`src/verilog/smoc_pkg.sv`:
```
package smoc_pkg;

  // ==========================================================================
  // Timing
  localparam int unsigned CLK_HZ = 100_000_000;
  localparam int unsigned DEBOUNCE_MS = 10;
  localparam int unsigned DEBOUNCE_CYC = CLK_HZ / 1000 * DEBOUNCE_MS;
  localparam int unsigned TICK_S = 1;
  localparam int unsigned TICK_CYC = CLK_HZ * TICK_S;
  localparam logic [15:0] WARN_S = 16'h000A;

  // ==========================================================================
  // Register offsets (byte addresses)
  localparam logic [7:0] OFS_CTRL = 8'h00;
  localparam logic [7:0] OFS_STATUS = 8'h04;
  localparam logic [7:0] OFS_IRQ_STAT = 8'h08;
  localparam logic [7:0] OFS_IRQ_MASK = 8'h0C;

  // Control: selector override
  localparam int CTRL_W = 5;
  localparam int CTRL_SEL_LSB = 0;
  localparam int CTRL_OVR_BIT = 4;
  localparam logic [4:0] CTRL_RST = 5'h00;

  // Status fields
  localparam int ST_STATE_LSB = 0;
  localparam int ST_BATT_BIT = 2;
  localparam int ST_EXP_BIT = 3;
  localparam int ST_BUZ_BIT = 4;
  localparam int ST_SEL_LSB = 8;
  localparam int ST_REMAIN_LSB = 16;

  // Interrupt bits
  localparam int IRQ_ON = 0;
  localparam int IRQ_OFF = 1;
  localparam int IRQ_BATT = 2;
  localparam int IRQ_SHDN = 3;
  localparam int IRQ_EXP = 4;
  localparam int IRQ_W = 5;
  localparam logic [4:0] IRQ_RST = 5'h00;

  // Debounced input vector positions
  localparam int IN_ON = 0;
  localparam int IN_OFF = 1;
  localparam int IN_AON = 2;
  localparam int IN_MUTE = 3;
  localparam int IN_EXT = 4;
  localparam int IN_BASE = 5;
  localparam int IN_BBTN = 6;
  localparam int IN_BACT = 7;
  localparam int IN_N3 = 8;
  localparam int IN_N2 = 9;
  localparam int IN_RSTB = 10;
  localparam int IN_W = 11;

  // Selector: position F never expires by timer
  localparam logic [3:0] SEL_MAX = 4'hF;
  localparam logic [15:0] BUF_SEC [16] = '{
    16'h0000, 16'h0001, 16'h0002, 16'h0005, 16'h000A, 16'h001E, 16'h003C, 16'h0078,
    16'h012C, 16'h0258, 16'h0708, 16'h0E10, 16'h1C20, 16'h4650, 16'h8CA0, 16'hFFFF};

  typedef enum logic [1:0] {
    SMOC_OFF = 2'b00,
    SMOC_ON = 2'b01,
    SMOC_SHDN = 2'b10
  } smoc_state_t;

endpackage
```
`src/verilog/smoc_ctrl.sv`:
```
`timescale 1ns/100ps
module smoc_ctrl #(
  parameter int unsigned DB_CYC = smoc_pkg::DEBOUNCE_CYC,
  parameter int unsigned TICK_CYC = smoc_pkg::TICK_CYC
) (
  // Clock and reset
  input wire logic pclk,
  input wire logic presetn,
  // APB slave
  input wire logic [7:0] paddr,
  input wire logic psel,
  input wire logic penable,
  input wire logic pwrite,
  input wire logic [31:0] pwdata,
  output logic [31:0] prdata,
  output logic pready,
  output logic pslverr,
  // Remote terminal contacts
  input wire logic remote_on,
  input wire logic remote_off,
  input wire logic always_on_bridge,
  input wire logic mute,
  // Supply and network thresholds
  input wire logic ext_supply_ok,
  input wire logic net_above_3v,
  input wire logic net_above_2v,
  // Base unit link
  input wire logic base_attached,
  input wire logic base_button,
  input wire logic base_active,
  // Front panel
  input wire logic reset_button,
  input wire logic [3:0] buf_sel,
  // Outputs
  output logic power_en,
  output logic shutdown_cmd,
  output logic buzzer,
  output logic irq
);

  localparam int TW = $clog2(TICK_CYC + 1);
  localparam logic [TW-1:0] TICK_LAST = TW'(TICK_CYC - 1);
  localparam int IW = smoc_pkg::IN_W;

  typedef struct packed {
    smoc_pkg::smoc_state_t st;
    logic [IW-1:0] prev;
    logic [3:0] sel;
    logic [15:0] remain;
    logic [TW-1:0] tick;
    logic batt;
    logic expired;
    logic base_seen;
    logic [smoc_pkg::CTRL_W-1:0] ctrl;
    logic [smoc_pkg::IRQ_W-1:0] istat;
    logic [smoc_pkg::IRQ_W-1:0] imask;
    logic [31:0] prdata;
    logic pready;
    logic pslverr;
    logic power_en;
    logic shutdown_cmd;
    logic buzzer;
    logic irq;
  } smoc_regs_t;

  smoc_regs_t q, d;
  logic [IW-1:0] raw;
  logic [IW-1:0] db;
  // Filtered selector position; a turning switch passes through other codes
  logic [3:0] sel_db;

  // ==========================================================================
  // Address decode, used by the error answer; the read mux has its own case
  // Keeps the error answer in step with the read mux
  function automatic logic smoc_mapped(input logic [7:0] a);
    smoc_mapped = (a == smoc_pkg::OFS_CTRL) || (a == smoc_pkg::OFS_STATUS) ||
                  (a == smoc_pkg::OFS_IRQ_STAT) || (a == smoc_pkg::OFS_IRQ_MASK);
  endfunction

  // ==========================================================================
  // Input filtering
  // Gather every contact and threshold level except the selector into one vector
  // One filter instance keeps all contacts on the same delay
  always_comb begin
    raw = '0;
    raw[smoc_pkg::IN_ON] = remote_on;
    raw[smoc_pkg::IN_OFF] = remote_off;
    raw[smoc_pkg::IN_AON] = always_on_bridge;
    raw[smoc_pkg::IN_MUTE] = mute;
    raw[smoc_pkg::IN_EXT] = ext_supply_ok;
    raw[smoc_pkg::IN_BASE] = base_attached;
    raw[smoc_pkg::IN_BBTN] = base_button;
    raw[smoc_pkg::IN_BACT] = base_active;
    raw[smoc_pkg::IN_N3] = net_above_3v;
    raw[smoc_pkg::IN_N2] = net_above_2v;
    raw[smoc_pkg::IN_RSTB] = reset_button;
  end

  // Contact bounce must not look like a second press
  smoc_debounce #(
    .W(IW),
    .CYC(DB_CYC)
  ) u_db (
    .pclk(pclk),
    .presetn(presetn),
    .raw(raw),
    .clean(db)
  );

  // Selector contacts bounce too while the switch is turned
  smoc_debounce #(
    .W(4),
    .CYC(DB_CYC)
  ) u_sel_db (
    .pclk(pclk),
    .presetn(presetn),
    .raw(buf_sel),
    .clean(sel_db)
  );

  // ==========================================================================
  // Sequencing logic
  // All decisions use the filtered levels only
  logic [IW-1:0] rise;
  logic [IW-1:0] fall;
  logic ext;
  logic base;
  logic [3:0] sel_eff;
  logic aon_now;
  logic aon_was;
  logic net_now;
  logic net_was;
  logic on_req;
  logic off_req;
  logic start_batt;
  logic exp_evt;
  logic acc_wr;
  logic setup;
  logic [smoc_pkg::IRQ_W-1:0] ev;
  logic [31:0] status;
  logic [31:0] rmux;

  always_comb begin
    d = q;
    // Edges against last cycle's filtered levels; prev clears on reset
    rise = db & ~q.prev;
    fall = ~db & q.prev;
    ext = db[smoc_pkg::IN_EXT];
    base = db[smoc_pkg::IN_BASE];
    d.prev = db;
    d.sel = sel_db;
    sel_eff = q.ctrl[smoc_pkg::CTRL_OVR_BIT] ? q.ctrl[smoc_pkg::CTRL_SEL_LSB +: 4] : q.sel;

    // Level conditions are edge-detected so a forced off is not undone
    // Limitation: after a reset-button off, the bridge or network level must drop first
    aon_now = ext & db[smoc_pkg::IN_AON];
    aon_was = q.prev[smoc_pkg::IN_EXT] & q.prev[smoc_pkg::IN_AON];
    net_now = ext & db[smoc_pkg::IN_N3];
    net_was = q.prev[smoc_pkg::IN_EXT] & q.prev[smoc_pkg::IN_N3];

    // Turn-on causes
    on_req = rise[smoc_pkg::IN_ON] |
             rise[smoc_pkg::IN_BBTN] |
             (aon_now & ~aon_was) |
             (net_now & ~net_was);

    // ==========================================================================
    // Buffer timer: starts when running without external supply
    // The seconds count is loaded once; turning the selector later only matters at position F, which stops the count
    // One-second resolution: the warning may start up to one tick early
    start_batt = 1'b0;
    exp_evt = 1'b0;
    if (q.st == smoc_pkg::SMOC_OFF || ext) begin
      d.batt = 1'b0;
      d.expired = 1'b0;
      d.tick = '0;
    end else if (!q.batt) begin
      start_batt = 1'b1;
      d.batt = 1'b1;
      d.expired = 1'b0;
      d.remain = smoc_pkg::BUF_SEC[sel_eff];
      d.tick = '0;
    end else if (!q.expired && sel_eff != smoc_pkg::SEL_MAX) begin
      // Maximum position runs until the battery itself gives out
      // Battery exhaustion is outside this logic; power simply vanishes
      if (q.remain == 16'h0000) begin
        d.expired = 1'b1;
        exp_evt = 1'b1;
      end else if (q.tick == TICK_LAST) begin
        d.tick = '0;
        d.remain = q.remain - 16'h0001;
      end else begin
        d.tick = q.tick + TW'(1);
      end
    end

    // ==========================================================================
    // Turn-off causes
    // Network drop is ignored with a base attached; the base decides then
    off_req = rise[smoc_pkg::IN_OFF] |
              fall[smoc_pkg::IN_AON] |
              exp_evt |
              (~base & fall[smoc_pkg::IN_N2]);

    // ==========================================================================
    // Remember that an attached base unit has been running
    // Without this a base that never started would switch the module off at once
    if (q.st == smoc_pkg::SMOC_OFF) begin
      d.base_seen = 1'b0;
    end else if (db[smoc_pkg::IN_BACT]) begin
      d.base_seen = 1'b1;
    end

    // ==========================================================================
    // Power state machine
    // Off: only edges turn on, so a held contact cannot restart after a forced off
    // On: off causes either cut power or ask the base to wind down
    // Shutdown: power stays up while the base finishes saving
    case (q.st)
      smoc_pkg::SMOC_OFF: begin
        if (on_req && !db[smoc_pkg::IN_RSTB]) begin
          d.st = smoc_pkg::SMOC_ON;
        end
      end
      smoc_pkg::SMOC_ON: begin
        if (off_req) begin
          // Base present: ask it to stop cleanly rather than cut power
          d.st = base ? smoc_pkg::SMOC_SHDN : smoc_pkg::SMOC_OFF;
        end else if (base && q.base_seen && !db[smoc_pkg::IN_BACT]) begin
          d.st = smoc_pkg::SMOC_OFF;
        end
      end
      smoc_pkg::SMOC_SHDN: begin
        // Waits for the base to finish saving; reset button or detaching the base is the escape
        if (!base || (q.base_seen && !db[smoc_pkg::IN_BACT])) begin
          d.st = smoc_pkg::SMOC_OFF;
        end
      end
      default: begin
        d.st = smoc_pkg::SMOC_OFF;
      end
    endcase

    // Front-panel reset overrides everything
    // Checked last so that no other cause can keep power up while it is held
    if (db[smoc_pkg::IN_RSTB]) begin
      d.st = smoc_pkg::SMOC_OFF;
    end

    // Outputs follow the next state so they leave the flip-flops with it
    d.power_en = (d.st != smoc_pkg::SMOC_OFF);
    d.shutdown_cmd = (d.st == smoc_pkg::SMOC_SHDN);

    // ==========================================================================
    // Warning only in the last seconds before forced switch-off
    // Maximum position never expires, so it never warns either
    d.buzzer = d.batt & ~d.expired & (sel_eff != smoc_pkg::SEL_MAX) &
               (d.remain <= smoc_pkg::WARN_S) &
               ~db[smoc_pkg::IN_MUTE] & (d.st != smoc_pkg::SMOC_OFF);

    // ==========================================================================
    // Interrupt events
    // Each is a one-cycle pulse; the sticky status keeps it for software
    ev = '0;
    ev[smoc_pkg::IRQ_ON] = (q.st == smoc_pkg::SMOC_OFF) && (d.st != smoc_pkg::SMOC_OFF);
    ev[smoc_pkg::IRQ_OFF] = (q.st != smoc_pkg::SMOC_OFF) && (d.st == smoc_pkg::SMOC_OFF);
    ev[smoc_pkg::IRQ_BATT] = start_batt;
    ev[smoc_pkg::IRQ_SHDN] = (q.st != smoc_pkg::SMOC_SHDN) && (d.st == smoc_pkg::SMOC_SHDN);
    ev[smoc_pkg::IRQ_EXP] = exp_evt;

    // ==========================================================================
    // APB slave: answer prepared in setup, pready high in first access cycle
    // Zero wait states cost a registered read mux in the setup cycle
    // A master that drops psel during access leaves no write behind
    setup = psel & ~penable;
    acc_wr = psel & penable & q.pready & pwrite;

    // Built from registered state, so a read sees one snapshot
    status = '0;
    status[smoc_pkg::ST_STATE_LSB +: 2] = q.st;
    status[smoc_pkg::ST_BATT_BIT] = q.batt;
    status[smoc_pkg::ST_EXP_BIT] = q.expired;
    status[smoc_pkg::ST_BUZ_BIT] = q.buzzer;
    status[smoc_pkg::ST_SEL_LSB +: 4] = sel_eff;
    status[smoc_pkg::ST_REMAIN_LSB +: 16] = q.remain;

    // Bits above each field read as zero
    rmux = '0;
    case (paddr)
      smoc_pkg::OFS_CTRL: rmux[smoc_pkg::CTRL_W-1:0] = q.ctrl;
      smoc_pkg::OFS_STATUS: rmux = status;
      smoc_pkg::OFS_IRQ_STAT: rmux[smoc_pkg::IRQ_W-1:0] = q.istat;
      smoc_pkg::OFS_IRQ_MASK: rmux[smoc_pkg::IRQ_W-1:0] = q.imask;
      default: rmux = '0;
    endcase

    d.pready = setup;
    d.pslverr = setup & ~smoc_mapped(paddr);
    d.prdata = (setup && !pwrite) ? rmux : 32'h0000_0000;

    // Register writes
    // Unmapped or read-only addresses fall through and change nothing
    if (acc_wr && paddr == smoc_pkg::OFS_CTRL) begin
      d.ctrl = pwdata[smoc_pkg::CTRL_W-1:0];
    end
    if (acc_wr && paddr == smoc_pkg::OFS_IRQ_MASK) begin
      d.imask = pwdata[smoc_pkg::IRQ_W-1:0];
    end

    // Write one to clear; a new event in the same cycle wins
    // Losing an event to a clear would hide an off from software
    d.istat = q.istat;
    if (acc_wr && paddr == smoc_pkg::OFS_IRQ_STAT) begin
      d.istat = q.istat & ~pwdata[smoc_pkg::IRQ_W-1:0];
    end
    d.istat = d.istat | ev;
    d.irq = |(d.istat & d.imask);
  end

  // ==========================================================================
  // State register
  // Named fields are set after the clear so their reset values stay explicit
  always_ff @(posedge pclk or negedge presetn) begin
    if (!presetn) begin
      q <= '0;
      q.st <= smoc_pkg::SMOC_OFF;
      q.ctrl <= smoc_pkg::CTRL_RST;
      q.istat <= smoc_pkg::IRQ_RST;
      q.imask <= smoc_pkg::IRQ_RST;
    end else begin
      q <= d;
    end
  end

  // ==========================================================================
  // Outputs straight from the state register
  // No logic after the flip-flops, so pins cannot glitch
  assign prdata = q.prdata;
  assign pready = q.pready;
  assign pslverr = q.pslverr;
  assign power_en = q.power_en;
  assign shutdown_cmd = q.shutdown_cmd;
  assign buzzer = q.buzzer;
  assign irq = q.irq;

endmodule // smoc_ctrl

```
`src/verilog/smoc_debounce.sv`:
```
`timescale 1ns/100ps
module smoc_debounce #(
  parameter int W = 11,
  parameter int unsigned CYC = smoc_pkg::DEBOUNCE_CYC
) (
  // Clock and reset
  input wire logic pclk,
  input wire logic presetn,
  // Raw and filtered levels
  input wire logic [W-1:0] raw,
  output logic [W-1:0] clean
);

  localparam int CW = $clog2(CYC + 1);
  localparam logic [CW-1:0] LAST = CW'(CYC - 1);

  typedef struct packed {
    logic [W-1:0] s1;
    logic [W-1:0] s2;
    logic [W-1:0] clean;
    logic [W-1:0][CW-1:0] cnt;
  } smoc_db_t;

  smoc_db_t q, d;

  // ==========================================================================
  // Two-stage sync, then a level must hold CYC cycles to be accepted
  always_comb begin
    d = q;
    d.s1 = raw;
    d.s2 = q.s1;
    for (int i = 0; i < W; i++) begin
      if (q.s2[i] == q.clean[i]) begin
        d.cnt[i] = '0;
      end else if (q.cnt[i] == LAST) begin
        d.cnt[i] = '0;
        d.clean[i] = q.s2[i];
      end else begin
        d.cnt[i] = q.cnt[i] + CW'(1);
      end
    end
  end

  // State register
  always_ff @(posedge pclk or negedge presetn) begin
    if (!presetn) begin
      q <= '0;
    end else begin
      q <= d;
    end
  end

  assign clean = q.clean;

endmodule // smoc_debounce

```
`config.mk`:
```
export PLATFORM = sky130hd
export DESIGN_NAME = smoc_ctrl
export DESIGN_NICKNAME = d
export VERILOG_FILES = /design/src/verilog/smoc_pkg.sv /design/src/verilog/smoc_ctrl.sv /design/src/verilog/smoc_debounce.sv
export SDC_FILE = /design/constraint.sdc
export NUM_CORES = 1
export LEC_CHECK = 0
export BUFFER_PORTS_ARGS = -buffer_cell sky130_fd_sc_hd__buf_2
export CAP_MARGIN = 40
export CORE_ASPECT_RATIO = 1.4
export CORE_MARGIN = 10
export CORE_UTILIZATION = 60
export DETAILED_ROUTE_END_ITERATION = 16
export GPL_ROUTABILITY_DRIVEN = 0
export GPL_TIMING_DRIVEN = 0
export PLACE_DENSITY = 0.88
export SKIP_CTS_REPAIR_TIMING = 1
export SYNTH_ARGS = -nofsm -noshare
export SYNTH_HDL_FRONTEND = slang
export SYNTH_SLANG_ARGS = --single-unit
```
`constraint.sdc`:
```
create_clock -name pclk -period 6.2 [get_ports pclk]
set_clock_uncertainty 0.1 [all_clocks]
set_input_delay 0.31 -clock pclk [delete_from_list [all_inputs] [get_ports pclk]]
set_output_delay 0.31 -clock pclk [all_outputs]
set_load 0.005 [all_outputs]
```
==> flow_summary_export.csv, run 1 <==
group,metric,value,unit
yosys,synth_edf_count,0,
yosys,netlist_area,21100,µm²
route,firstDrtPassIters,11,
worst_setup_path,critical_path_class,"reg -> reg",
yosys,async_flop_share,1.00,
timing,setup_ws,1.60,ns
worst_setup_path,worstSetupEndpointType,"flip-flop",
timing,fin_crit,4.60,ns
clocking,clockBufferDepth,3,
yosys,yosysUniqueCellTypes,76,
grt,grt_use_total,0.210,
route,drt-wirelength-per-cell,16.8,µm
timing,fmax,0.217,GHz
outcome,status,"finished with violations",
cells_and_area,area_growth,12.4,%
yosys,ys_seq_area_frac,0.534,
route,viasPerCell,5.91,
timing,slew_viol_final,0,
timing,finalHoldViolCount,1,
worst_setup_path,cp.arrival,4.95,ns
clocking,cts_tree,"built",
outcome,violations,"negative hold slack",
timing,worst_slew_pin_slew,0.787,ns
pwr,power_density,245,nW/µm²
floorplan,rows,81,
cells_and_area,fillers,2476,
worst_setup_path,r2r-end,"buzzer$_DFF_PN0_",
route,ant_nets,0,
yosys,syn_area_per_cell,10.0,µm²
placement,dp_worst_setup_slack,1.74,ns
route,drtIter0Drc,1324,
timing,setup_viol,0,
grt,antenna_found_initial,1,
clocking,root_buffer,"clkbuf_16",
job,maxCapViolations,0,
cells_and_area,nets,2321,
clocking,clkTransAtPathRegs,0.06,ns
placement,port_buffers,61,
grt,grt_max_degree,130,
yosys,ys.flop_type,"dfrtp_1",
clocking,htreeDepth,2,
grt,grt-ovfl-total,0,
floorplan,die_w,178,µm
timing,whs,-0.00650,ns
floorplan,core_area,34900,µm²
worst_setup_path,crit_path_start_kind,"flip-flop",
pwr,p_leak,0.0107,µW
yosys,yosysWarnings,0,
route,wl,45700,µm
yosys,yosysTopAreaCell,"dfrtp_1",
worst_hold_path,min_path_type,"in -> reg",
worst_setup_path,ff2ff_path_depth,13,
yosys,ys_ff_latch,450,
worst_setup_path,crit_end,"buzzer$_DFF_PN0_",
floorplan,die_h,242,µm
floorplan,start_util,0.605,
route,vias,16100,
grt,grt_pass1_vias,16400,
worst_setup_path,r2r_slack,1.60,ns
timing,fin_crit_sh,0.742,
yosys,syn_inst,2103,
floorplan,ios,98,
worst_setup_path,critPathRequiredTime,6.55,ns
route,drc,0,
cells_and_area,final_core_util,0.680,
clocking,clock-sinks,450,
timing,slew_headroom,0.473,
worst_setup_path,crit_path_start,"q[52]$_DFFE_PN0P_",
clocking,cts_buffers,42,
floorplan,dieArea,43200,µm²
cells_and_area,drive_gt1_frac,0.0944,
clocking,clock_latency,0.56,ns
pwr,vdd_drop_max,0.174,mV
timing,rsz0062_at_grt,"no",
pwr,total_power,5800,µW
worst_setup_path,reg2reg_from,"q[52]$_DFFE_PN0P_",
yosys,synth.area.top_cells,"dfrtp_1 53%, nor2_1 6.2%, xor2_1 6.0%",
placement,dp_hpwl,30300,µm
grt,grt_pass1_wl,76900,µm
worst_setup_path,critPathMaxFanout,10,
yosys,synth_top_area_share,0.534,
-- where the power goes --
| group | leakage, µW | internal, µW | switching [µW] | total (µW) |
|---|---|---|---|---|
| logic | 0.00387 | 59.9 | 122 | 182 |
| clock network | 0.000679 | 1520 | 1100 | 2620 |
| registers | 0.00617 | 2970 | 30.9 | 3000 |
| total | 0.0107 | 4550 | 1250 | 5800 |
-- area by class of cell --
class / instances / area, µm² / area share
flip-flops and latches: 450 / 11300 / 0.475
multi-input cells: 1541 / 9280 / 0.392
clock buffers: 60 / 1240 / 0.0524
repair buffers: 87 / 628 / 0.0265
well taps: 456 / 571 / 0.0241
plain buffers: 82 / 440 / 0.0186
clock inverters: 12 / 144 / 0.00607
inverters: 36 / 135 / 0.00570
diodes: 1 / 2.50 / 0.000106
-- per-layer routing --
metal | track usage | routed length (µm)
met1 | 0.242 | 17500
met2 | 0.373 | 23900
met3 | 0.0345 | 2510
met4 | 0.0924 | 1770
met5 | 0 | 0
-- cell usage after synthesis, types with 4 or more instances --
cell type,instances
a21oi_1,57
buf_2,4
nor4b_1,16
a21o_1,6
xnor2_1,106
mux2i_1,7
clkbuf_1,42
nor2_1,346
o21ai_0,88
inv_1,34
a22o_1,6
ha_1,21
nand2_1,172
mux4_2,5
a31oi_1,4
dfrtp_1,450
o31ai_1,4
nor4bb_1,5
nand4b_1,4
nor3_1,21
nand2b_1,8
and4b_1,9
and4_1,22
nor2b_1,15
nor4_1,26
mux2_2,26
o21ai_1,4
xor2_1,144
nand3_1,137
nand4_1,45
buf_4,32
and3_1,91
or2_2,10
and2_1,26
or3_1,48
a2111oi_0,4
-- stage by stage --
| step | setup TNS (ns) | instances | instance area [µm²] |
|---|---|---|---|
| 5_1_grt | 0 | 2725 | 23700 |
| 2_1_floorplan | 0 | 2109 | 21100 |
| 4_1_cts | 0 | 2701 | 23500 |
| 6_report | 0 | 2725 | 23700 |
| 3_5_place_dp | 0 | 2629 | 22100 |
| 3_3_place_gp | -1702.04 | 2626 | 22000 |
-- cells by family (layout without fill, tap and decap cells) --
group                    count (synthesis)  after routing  synth area share
AND/OR/NAND/NOR                       1017           1017             0.241
adder cells (fa/ha/maj)                 21             21            0.0125
buffers and inverters                  118            277            0.0273
multiplexers                            38             38            0.0225
other                                    1              8          0.000178
AO/OA/AOI/OAI                          208            208            0.0589
flip-flops                             450            450             0.534
XOR/XNOR                               250            250             0.104
-- cells in the final DEF, fill, tap and decap left out, drive strengths merged, types with 49 or more instances in the layout --
master	n
dfrtp	450
xor2	144
buf	104
nor2	346
and3	91
a21oi	57
or3	49
o21ai	92
nand2	172
nand3	137
xnor2	106
clkbuf	102
-- worst max-delay path, stage by stage (launching register included) --
cell	delay (ns)
dfrtp_1	0.41
buf_1	0.41
mux2i_1	0.60
inv_1	0.26
ha_1	0.35
nand4b_1	0.15
nand3b_1	0.18
a2111oi_2	0.57
buf_6	0.23
mux2i_1	0.18
nor3_1	0.08
nor4_1	0.44
nand4b_1	0.17
a2111oi_2	0.35
-- flip-flops by register name, summed over array words and instances, names as in the netlist --
register        cells
buzzer              1
irq                 1
power_en            1
prdata             25
pready              1
pslverr             1
q                  74
shutdown_cmd        1
u_db.clean         11
u_db.d             11
u_db.q            231
u_sel_db.clean      4
u_sel_db.d          4
u_sel_db.q         84
-- how the worst min path moves through the flow --
stage	cells after the start	slack, ns	from	endpoint
2_1_floorplan	0	-0.09	presetn	buzzer$_DFF_PN0_
3_3_place_gp	0	0.23	u_db.d[239]$_DFF_PN0_	u_db.q[239]$_DFF_PN0_
3_5_place_dp	0	0.23	u_db.d[240]$_DFF_PN0_	u_db.q[240]$_DFF_PN0_
4_1_cts	1	-0.33	presetn	u_sel_db.q[1]$_DFF_PN0_
5_1_grt	3	0.002	paddr[6]	pslverr$_DFF_PN0_
6_report	3	-0.007	paddr[6]	pslverr$_DFF_PN0_
Power figures use the tool's default switching activity.
==> run 2, diff against run 1 <==
==> constraint.sdc (replaced) <==
create_clock -name pclk -period 4.3 [get_ports pclk]
set_clock_uncertainty 0.1 [all_clocks]
set_input_delay 0.215 -clock pclk [delete_from_list [all_inputs] [get_ports pclk]]
set_output_delay 0.215 -clock pclk [all_outputs]
set_load 0.005 [all_outputs]
==> run 2 against run 1 <==
Net effect: the flow now finishes without violations; hold slack better by 0.14 ns; cell count up 0.33%; cell area up 0.44%; highest routed layer unchanged.
==> flow_summary_export.csv, run 2 (synthesis results as in run 1) <==
group,metric,value,unit
worst_setup_path,r2r_slack,0.31,ns
worst_setup_path,critPathMaxFanout,10,
pwr,switchingPower,1810,µW
route,drc,0,
pwr,pwr-share-clk,0.451,
clocking,htreeDepth,2,
route,drt-wirelength-per-cell,16.8,µm
placement,place_inst,2629,
timing,setup_viol,0,
worst_setup_path,r2r-end,"buzzer$_DFF_PN0_",
worst_setup_path,reg2reg_from,"q[52]$_DFFE_PN0P_",
cells_and_area,nets,2328,
timing,fin_crit,3.99,ns
route,firstDrtPassIters,6,
clocking,clkTransAtPathRegs,0.06,ns
worst_setup_path,worstSetupEndpointType,"flip-flop",
timing,finalHoldViolCount,0,
route,wl,45800,µm
grt,grt_max_degree,130,
route,vias,16100,
floorplan,rows,81,
cells_and_area,final_common_cell,"dfrtp_1",
worst_hold_path,min_path_type,"in -> async",
cells_and_area,regMostFlops,"u_db.q",
timing,rsz0062_at_grt,"no",
timing,slew_headroom,0.458,
clocking,cts_tree,"built",
pwr,intPower,6560,µW
pwr,vdd_drop_max,0.251,mV
clocking,cts_buffers,42,
worst_setup_path,critical_path_class,"reg -> reg",
job,maxCapViolations,0,
timing,fin_crit_sh,0.927,
clocking,clock_latency,0.56,ns
floorplan,die_h,242,µm
cells_and_area,fillers,2450,
placement,dp_worst_setup_slack,-0.156,ns
placement,dp_hpwl,30300,µm
timing,fmax,0.251,GHz
route,viasPerCell,5.90,
clocking,clockBufferDepth,3,
placement,port_buffers,61,
floorplan,die_w,178,µm
worst_setup_path,critPathRequiredTime,4.65,ns
floorplan,dieArea,43200,µm²
pwr,power_frac_seq,0.517,
timing,worst_slew_pin_slew,0.807,ns
floorplan,start_util,0.605,
cells_and_area,largestRegisters,"u_db.q (231), u_sel_db.q (84), q (74)",
grt,grt_pass1_wl,76900,µm
cells_and_area,largest_reg_flops,231,
floorplan,core_area,34900,µm²
route,drtIter0Drc,1267,
route,ant_nets,0,
grt,grt_use_total,0.210,
timing,setup_ws,0.312,ns
clocking,clock-sinks,450,
grt,grt-ovfl-total,0,
worst_setup_path,crit_path_start_kind,"flip-flop",
pwr,power_frac_comb,0.032,
floorplan,ios,98,
timing,tns,0,ns
timing,slew_viol_final,0,
cells_and_area,layout.cells.non_filler,2734,
grt,grt_pass1_vias,16400,
pwr,power_density,351,nW/µm²
cells_and_area,area_growth,12.9,%
worst_setup_path,ff2ff_path_depth,12,
clocking,root_buffer,"clkbuf_16",
pwr,p_sw_frac,0.216,
grt,antenna_found_initial,1,
worst_setup_path,cp.arrival,4.34,ns
pwr,p_leak,0.0108,µW
outcome,status,"complete, no violations",
cells_and_area,final_cell_mix,"450 x dfrtp_1, 346 x nor2_1, 172 x nand2_1",
cells_and_area,drive_gt1_frac,0.0980,
run 2: cell count changes in the layout (fill, tap and decap cells not counted), sizes merged:
| cell | change |
|---|---|
| dlygate4sd3 | +3 |
| diode | +2 |
| buf | +4 |
run 2: how the worst max path moves through the flow:
| stage | start | to | slack [ns] | cells past startpoint |
|---|---|---|---|---|
| 5_1_grt | q[52]$_DFFE_PN0P_ | buzzer$_DFF_PN0_ | 0.03 | 12 |
| 3_5_place_dp | q[52]$_DFFE_PN0P_ | buzzer$_DFF_PN0_ | -0.16 | 13 |
| 3_3_place_gp | presetn | u_db.q[200]$_DFF_PN0_ | -5.63 | 1 |
| 6_report | q[52]$_DFFE_PN0P_ | buzzer$_DFF_PN0_ | 0.31 | 12 |
| 2_1_floorplan | q[52]$_DFFE_PN0P_ | buzzer$_DFF_PN0_ | 0.70 | 13 |
| 4_1_cts | q[52]$_DFFE_PN0P_ | buzzer$_DFF_PN0_ | -0.24 | 12 |
run 2: through the flow:
stage,power (µW),hold WS [ns],util,instance area [µm²]
floorplan,4500,-0.181,-,21100
global placement,4630,0.223,0.631,22000
detailed placement,4650,0.154,0.634,22100
CTS,8410,-0.427,0.673,23500
global route,8640,0.182,0.683,23800
finish,8370,0.130,0.683,23800
run 2: cell type report:
class	count	area, µm²	area share
Sequential cell	450	11300	0.473
Clock buffer	60	1240	0.0522
Antenna cell	3	7.51	0.000315
Tap cell	456	571	0.0240
Clock inverter	12	144	0.00604
Timing Repair Buffer	94	688	0.0289
Inverter	36	135	0.00567
Buffer	82	442	0.0185
Multi-Input combinational cell	1541	9320	0.391
run 2: critical path, stage by stage, from the launching register on:
cell and delay (ns):
dfrtp_1 0.40, mux2i_1 0.59, inv_1 0.19, ha_1 0.31, nand4b_1 0.16, nand3b_1 0.24, a2111oi_4 0.46, buf_6 0.20
mux2i_1 0.18, nor3_1 0.09, nor4_1 0.44, nand4b_1 0.17, a2111oi_2 0.35
run 2: power by group through the flow:
stage                     sequential [µW]  clock [µW]  combinational, µW
after floorplan                      4390           0                110
after global placement               4400           0                230
after detailed placement             4400           0                249
after CTS                            4330        3830                252
after global routing                 4330        4000                306
final                                4330        3770                265
run 2: routing by layer:
metal / GRT usage / up-vias / wire length, µm
li1: - / 7503 / -
met2: 0.373 / 586 / 23900
met4: 0.0924 / 0 / 1830
met1: 0.242 / 7895 / 17600
met5: 0 / - / 0
met3: 0.0345 / 148 / 2550
==> run 3, diff against run 2 <==
--- a/config.mk
+++ b/config.mk
@@ -17,4 +17,5 @@
 export SKIP_CTS_REPAIR_TIMING = 1
 export SYNTH_ARGS = -nofsm -noshare
 export SYNTH_HDL_FRONTEND = slang
+export SYNTH_HIERARCHICAL = 1
 export SYNTH_SLANG_ARGS = --single-unit
==> run 3 against run 2 <==
Net effect: wire length grew 10%; critical path type unchanged; cell count rose by 6.8%; global-route usage is 1.0 points higher.
==> flow_summary_export.csv, run 3 <==
group,metric,value,unit
outcome,status,"complete, no violations",
cells_and_area,largestRegisters,"u_db/q (231), u_sel_db/q (84), q (74)",
worst_setup_path,crit_path_start,"q[52]$_DFFE_PN0P_",
floorplan,rows,83,
yosys,yosysUniqueCellTypes,92,
timing,tns,0,ns
clocking,cts_buffers,44,
cells_and_area,drive_gt1_frac,0.119,
worst_setup_path,critical_path_class,"reg -> reg",
placement,place_inst,2819,
timing,fin_crit,4.03,ns
grt,grt_pass1_wl,85400,µm
route,viasPerCell,6.18,
timing,fin_crit_sh,0.937,
worst_setup_path,worst_path_largest_cell_delay,0.61,ns
placement,dp_worst_setup_slack,0.0235,ns
placement,dp_hpwl,34200,µm
placement,port_buffers,61,
worst_setup_path,reg2reg_from,"q[52]$_DFFE_PN0P_",
floorplan,dieArea,45400,µm²
yosys,syn_inst,2280,
job,maxCapViolations,0,
clocking,clockBufferDepth,3,
worst_setup_path,critPathMaxFanout,10,
worst_setup_path,cp.arrival,4.40,ns
floorplan,die_w,183,µm
worst_hold_path,min_from,"paddr[6]",
pwr,p_leak,0.0106,µW
route,drt-wirelength-per-cell,17.3,µm
timing,finalHoldViolCount,0,
yosys,muxShareOfSynthArea,0.0229,
worst_hold_path,min_path_type,"in -> reg",
timing,fmax,0.248,GHz
yosys,synth_top_family_by_area,"simple AND/OR/NAND/NOR gates",
cells_and_area,final_common_cell,"dfrtp_1",
yosys,async_flop_share,1.00,
yosys,netlist_area,22300,µm²
worst_setup_path,ff2ff_path_depth,12,
worst_setup_path,crit_path_start_kind,"flip-flop",
worst_setup_path,worstSetupEndpointType,"flip-flop",
route,firstDrtPassIters,8,
clocking,clock_latency,0.56,ns
timing,slew_viol_final,0,
yosys,synth_compound_gate_area_share,0.0920,
grt,grt-ovfl-total,0,
clocking,cts_tree,"built",
floorplan,core_area,36800,µm²
cells_and_area,final_cell_mix,"450 x dfrtp_1, 267 x nor2_1, 159 x nand2_1",
worst_hold_path,hold_end,"pslverr$_DFF_PN0_",
worst_setup_path,critPathSlowestCell,"o311ai_1",
grt,grt_pass1_vias,18000,
yosys,synth_top_area_share,0.504,
yosys,synth_edf_count,0,
timing,worst_slew_pin_slew,0.886,ns
timing,setup_viol,0,
pwr,power_density,344,nW/µm²
cells_and_area,area_growth,12.5,%
cells_and_area,layout.cells.non_filler,2921,
yosys,synth.area.top_cells,"dfrtp_1 50%, xnor2_1 4.8%, nor2_1 4.5%",
yosys,yosysWarnings,6,
grt,grt_max_degree,123,
worst_setup_path,critPathMostFrequentCell,"inv_1",
yosys,synth_most_common_cell,"dfrtp_1",
cells_and_area,fillers,2624,
clocking,clock-sinks,450,
yosys,synth_xor_area_frac,0.0769,
worst_setup_path,critPathRequiredTime,4.67,ns
yosys,syn_area_per_cell,9.79,µm²
cells_and_area,largest_reg_flops,231,
route,ant_nets,0,
timing,rsz0062_at_grt,"no",
yosys,ys_seq_area_frac,0.504,
clocking,root_buffer,"clkbuf_16",
yosys,synth_fa_ha_area_frac,0.0129,
worst_setup_path,cp_top_family,"compound AO/OA/AOI/OAI gates",
floorplan,start_util,0.607,
floorplan,ios,98,
yosys,ys_ff_latch,450,
clocking,htreeDepth,2,
clocking,clkTransAtPathRegs,0.07,ns
route,drtIter0Drc,1560,
yosys,yosysTopAreaCell,"dfrtp_1",
worst_setup_path,crit_chain,"buf_2 -> mux2i_4 -> inv_1 -> ha_1 -> inv_1 -> o311ai_1 -> nor3_1 -> and2_1 -> a311o_1 -> a2111o_1 -> or4_1 -> nor4_2",
pwr,vdd_drop_max,0.272,mV
route,wl,50500,µm
route,drc,0,
grt,antenna_found_initial,1,
yosys,ys.flop_type,"dfrtp_1",
cells_and_area,regMostFlops,"u_db/q",
grt,grt_use_total,0.220,
route,vias,18000,
worst_setup_path,crit_cells,12,
floorplan,die_h,248,µm
worst_setup_path,r2r_slack,0.27,ns
timing,setup_ws,0.270,ns
worst_hold_path,hold_path_depth,3,
worst_setup_path,r2r-end,"buzzer$_DFF_PN0_",
worst_setup_path,path_buf_inv,3,
cells_and_area,nets,2503,
timing,slew_headroom,0.408,
yosys,synth-simple-area-share,0.246,
yosys,synth_common_cells,"450 x dfrtp_1, 267 x nor2_1, 159 x nand2_1, 127 x nand3_1, 123 x xnor2_1",
## run 3: cell count changes in the layout (fill, tap and decap cells not counted), sizes merged, moves of 17 or more
cell	previous run	this run
nor2	346	267
xor2	144	73
or4	2	62
nor3	22	77
inv	34	88
a21oi	57	104
and3	91	45
o31ai	4	46
nor4	27	60
nand4	45	73
buf	108	130
xnor2	106	123
## run 3: power breakdown
group	total (µW)	switching (µW)	internal (µW)
Combinational	275	186	89.1
Clock	4030	1630	2400
Sequential	4330	50.0	4280
## run 3: cell type report
type                       count  area, µm²  share of cell area
antenna                        1       2.50           0.0000996
buffer                       115        672              0.0267
clock buffer                  58       1240              0.0496
clock inverter                21        268              0.0107
inverter                      86        323              0.0129
multi-input combinational   1635      10100               0.403
sequential                   450      11300               0.448
tap                          467        584              0.0233
timing repair buffer          88        653              0.0260
## run 3: layer usage
metal | part of all wire | vias to the layer above | global-route usage | wire [µm]
met4 | 0.040 | 0 | 0.0991 | 2010
met1 | 0.39 | 8861 | 0.256 | 19900
li1 | - | 8364 | - | -
met5 | 0 | - | 0 | 0
met3 | 0.052 | 166 | 0.0340 | 2620
met2 | 0.51 | 652 | 0.395 | 26000
## run 3: logic make-up (layout without fill, tap and decap cells)
group                      after synthesis  count (layout)
other                                    1               8
muxes                                   41              41
and+or+nand+nor                       1040            1040
buffers and inverters                  201             368
adders and majority gates               23              23
xor gates and xnor gates               196             196
AOI/OAI and AO/OA                      328             328
DFF                                    450             450
## run 3: worst max-delay path by stage
stage	end
floorplan	buzzer$_DFF_PN0_
global placement	u_db/q[168]$_DFF_PN0_
detailed placement	buzzer$_DFF_PN0_
CTS	buzzer$_DFF_PN0_
global route	buzzer$_DFF_PN0_
finish	buzzer$_DFF_PN0_
## run 3: tightest hold or removal path, delay by kind of cell
family,cells,cell delay [ns]
AND/OR/NAND/NOR,1,0.11
buffers and inverters,1,0.10
AO/OA/AOI/OAI,1,0.17
## run 3: through the flow
step	hold WS (ns)	utilization	instance area, µm²	total power, µW
6_report	0.0159	0.683	25100	8640
3_5_place_dp	0.0231	0.636	23400	4670
4_1_cts	-0.555	0.677	24900	8690
2_1_floorplan	-0.181	-	22300	4520
3_3_place_gp	0.223	0.632	23200	4650
5_1_grt	0.0406	0.683	25100	8930
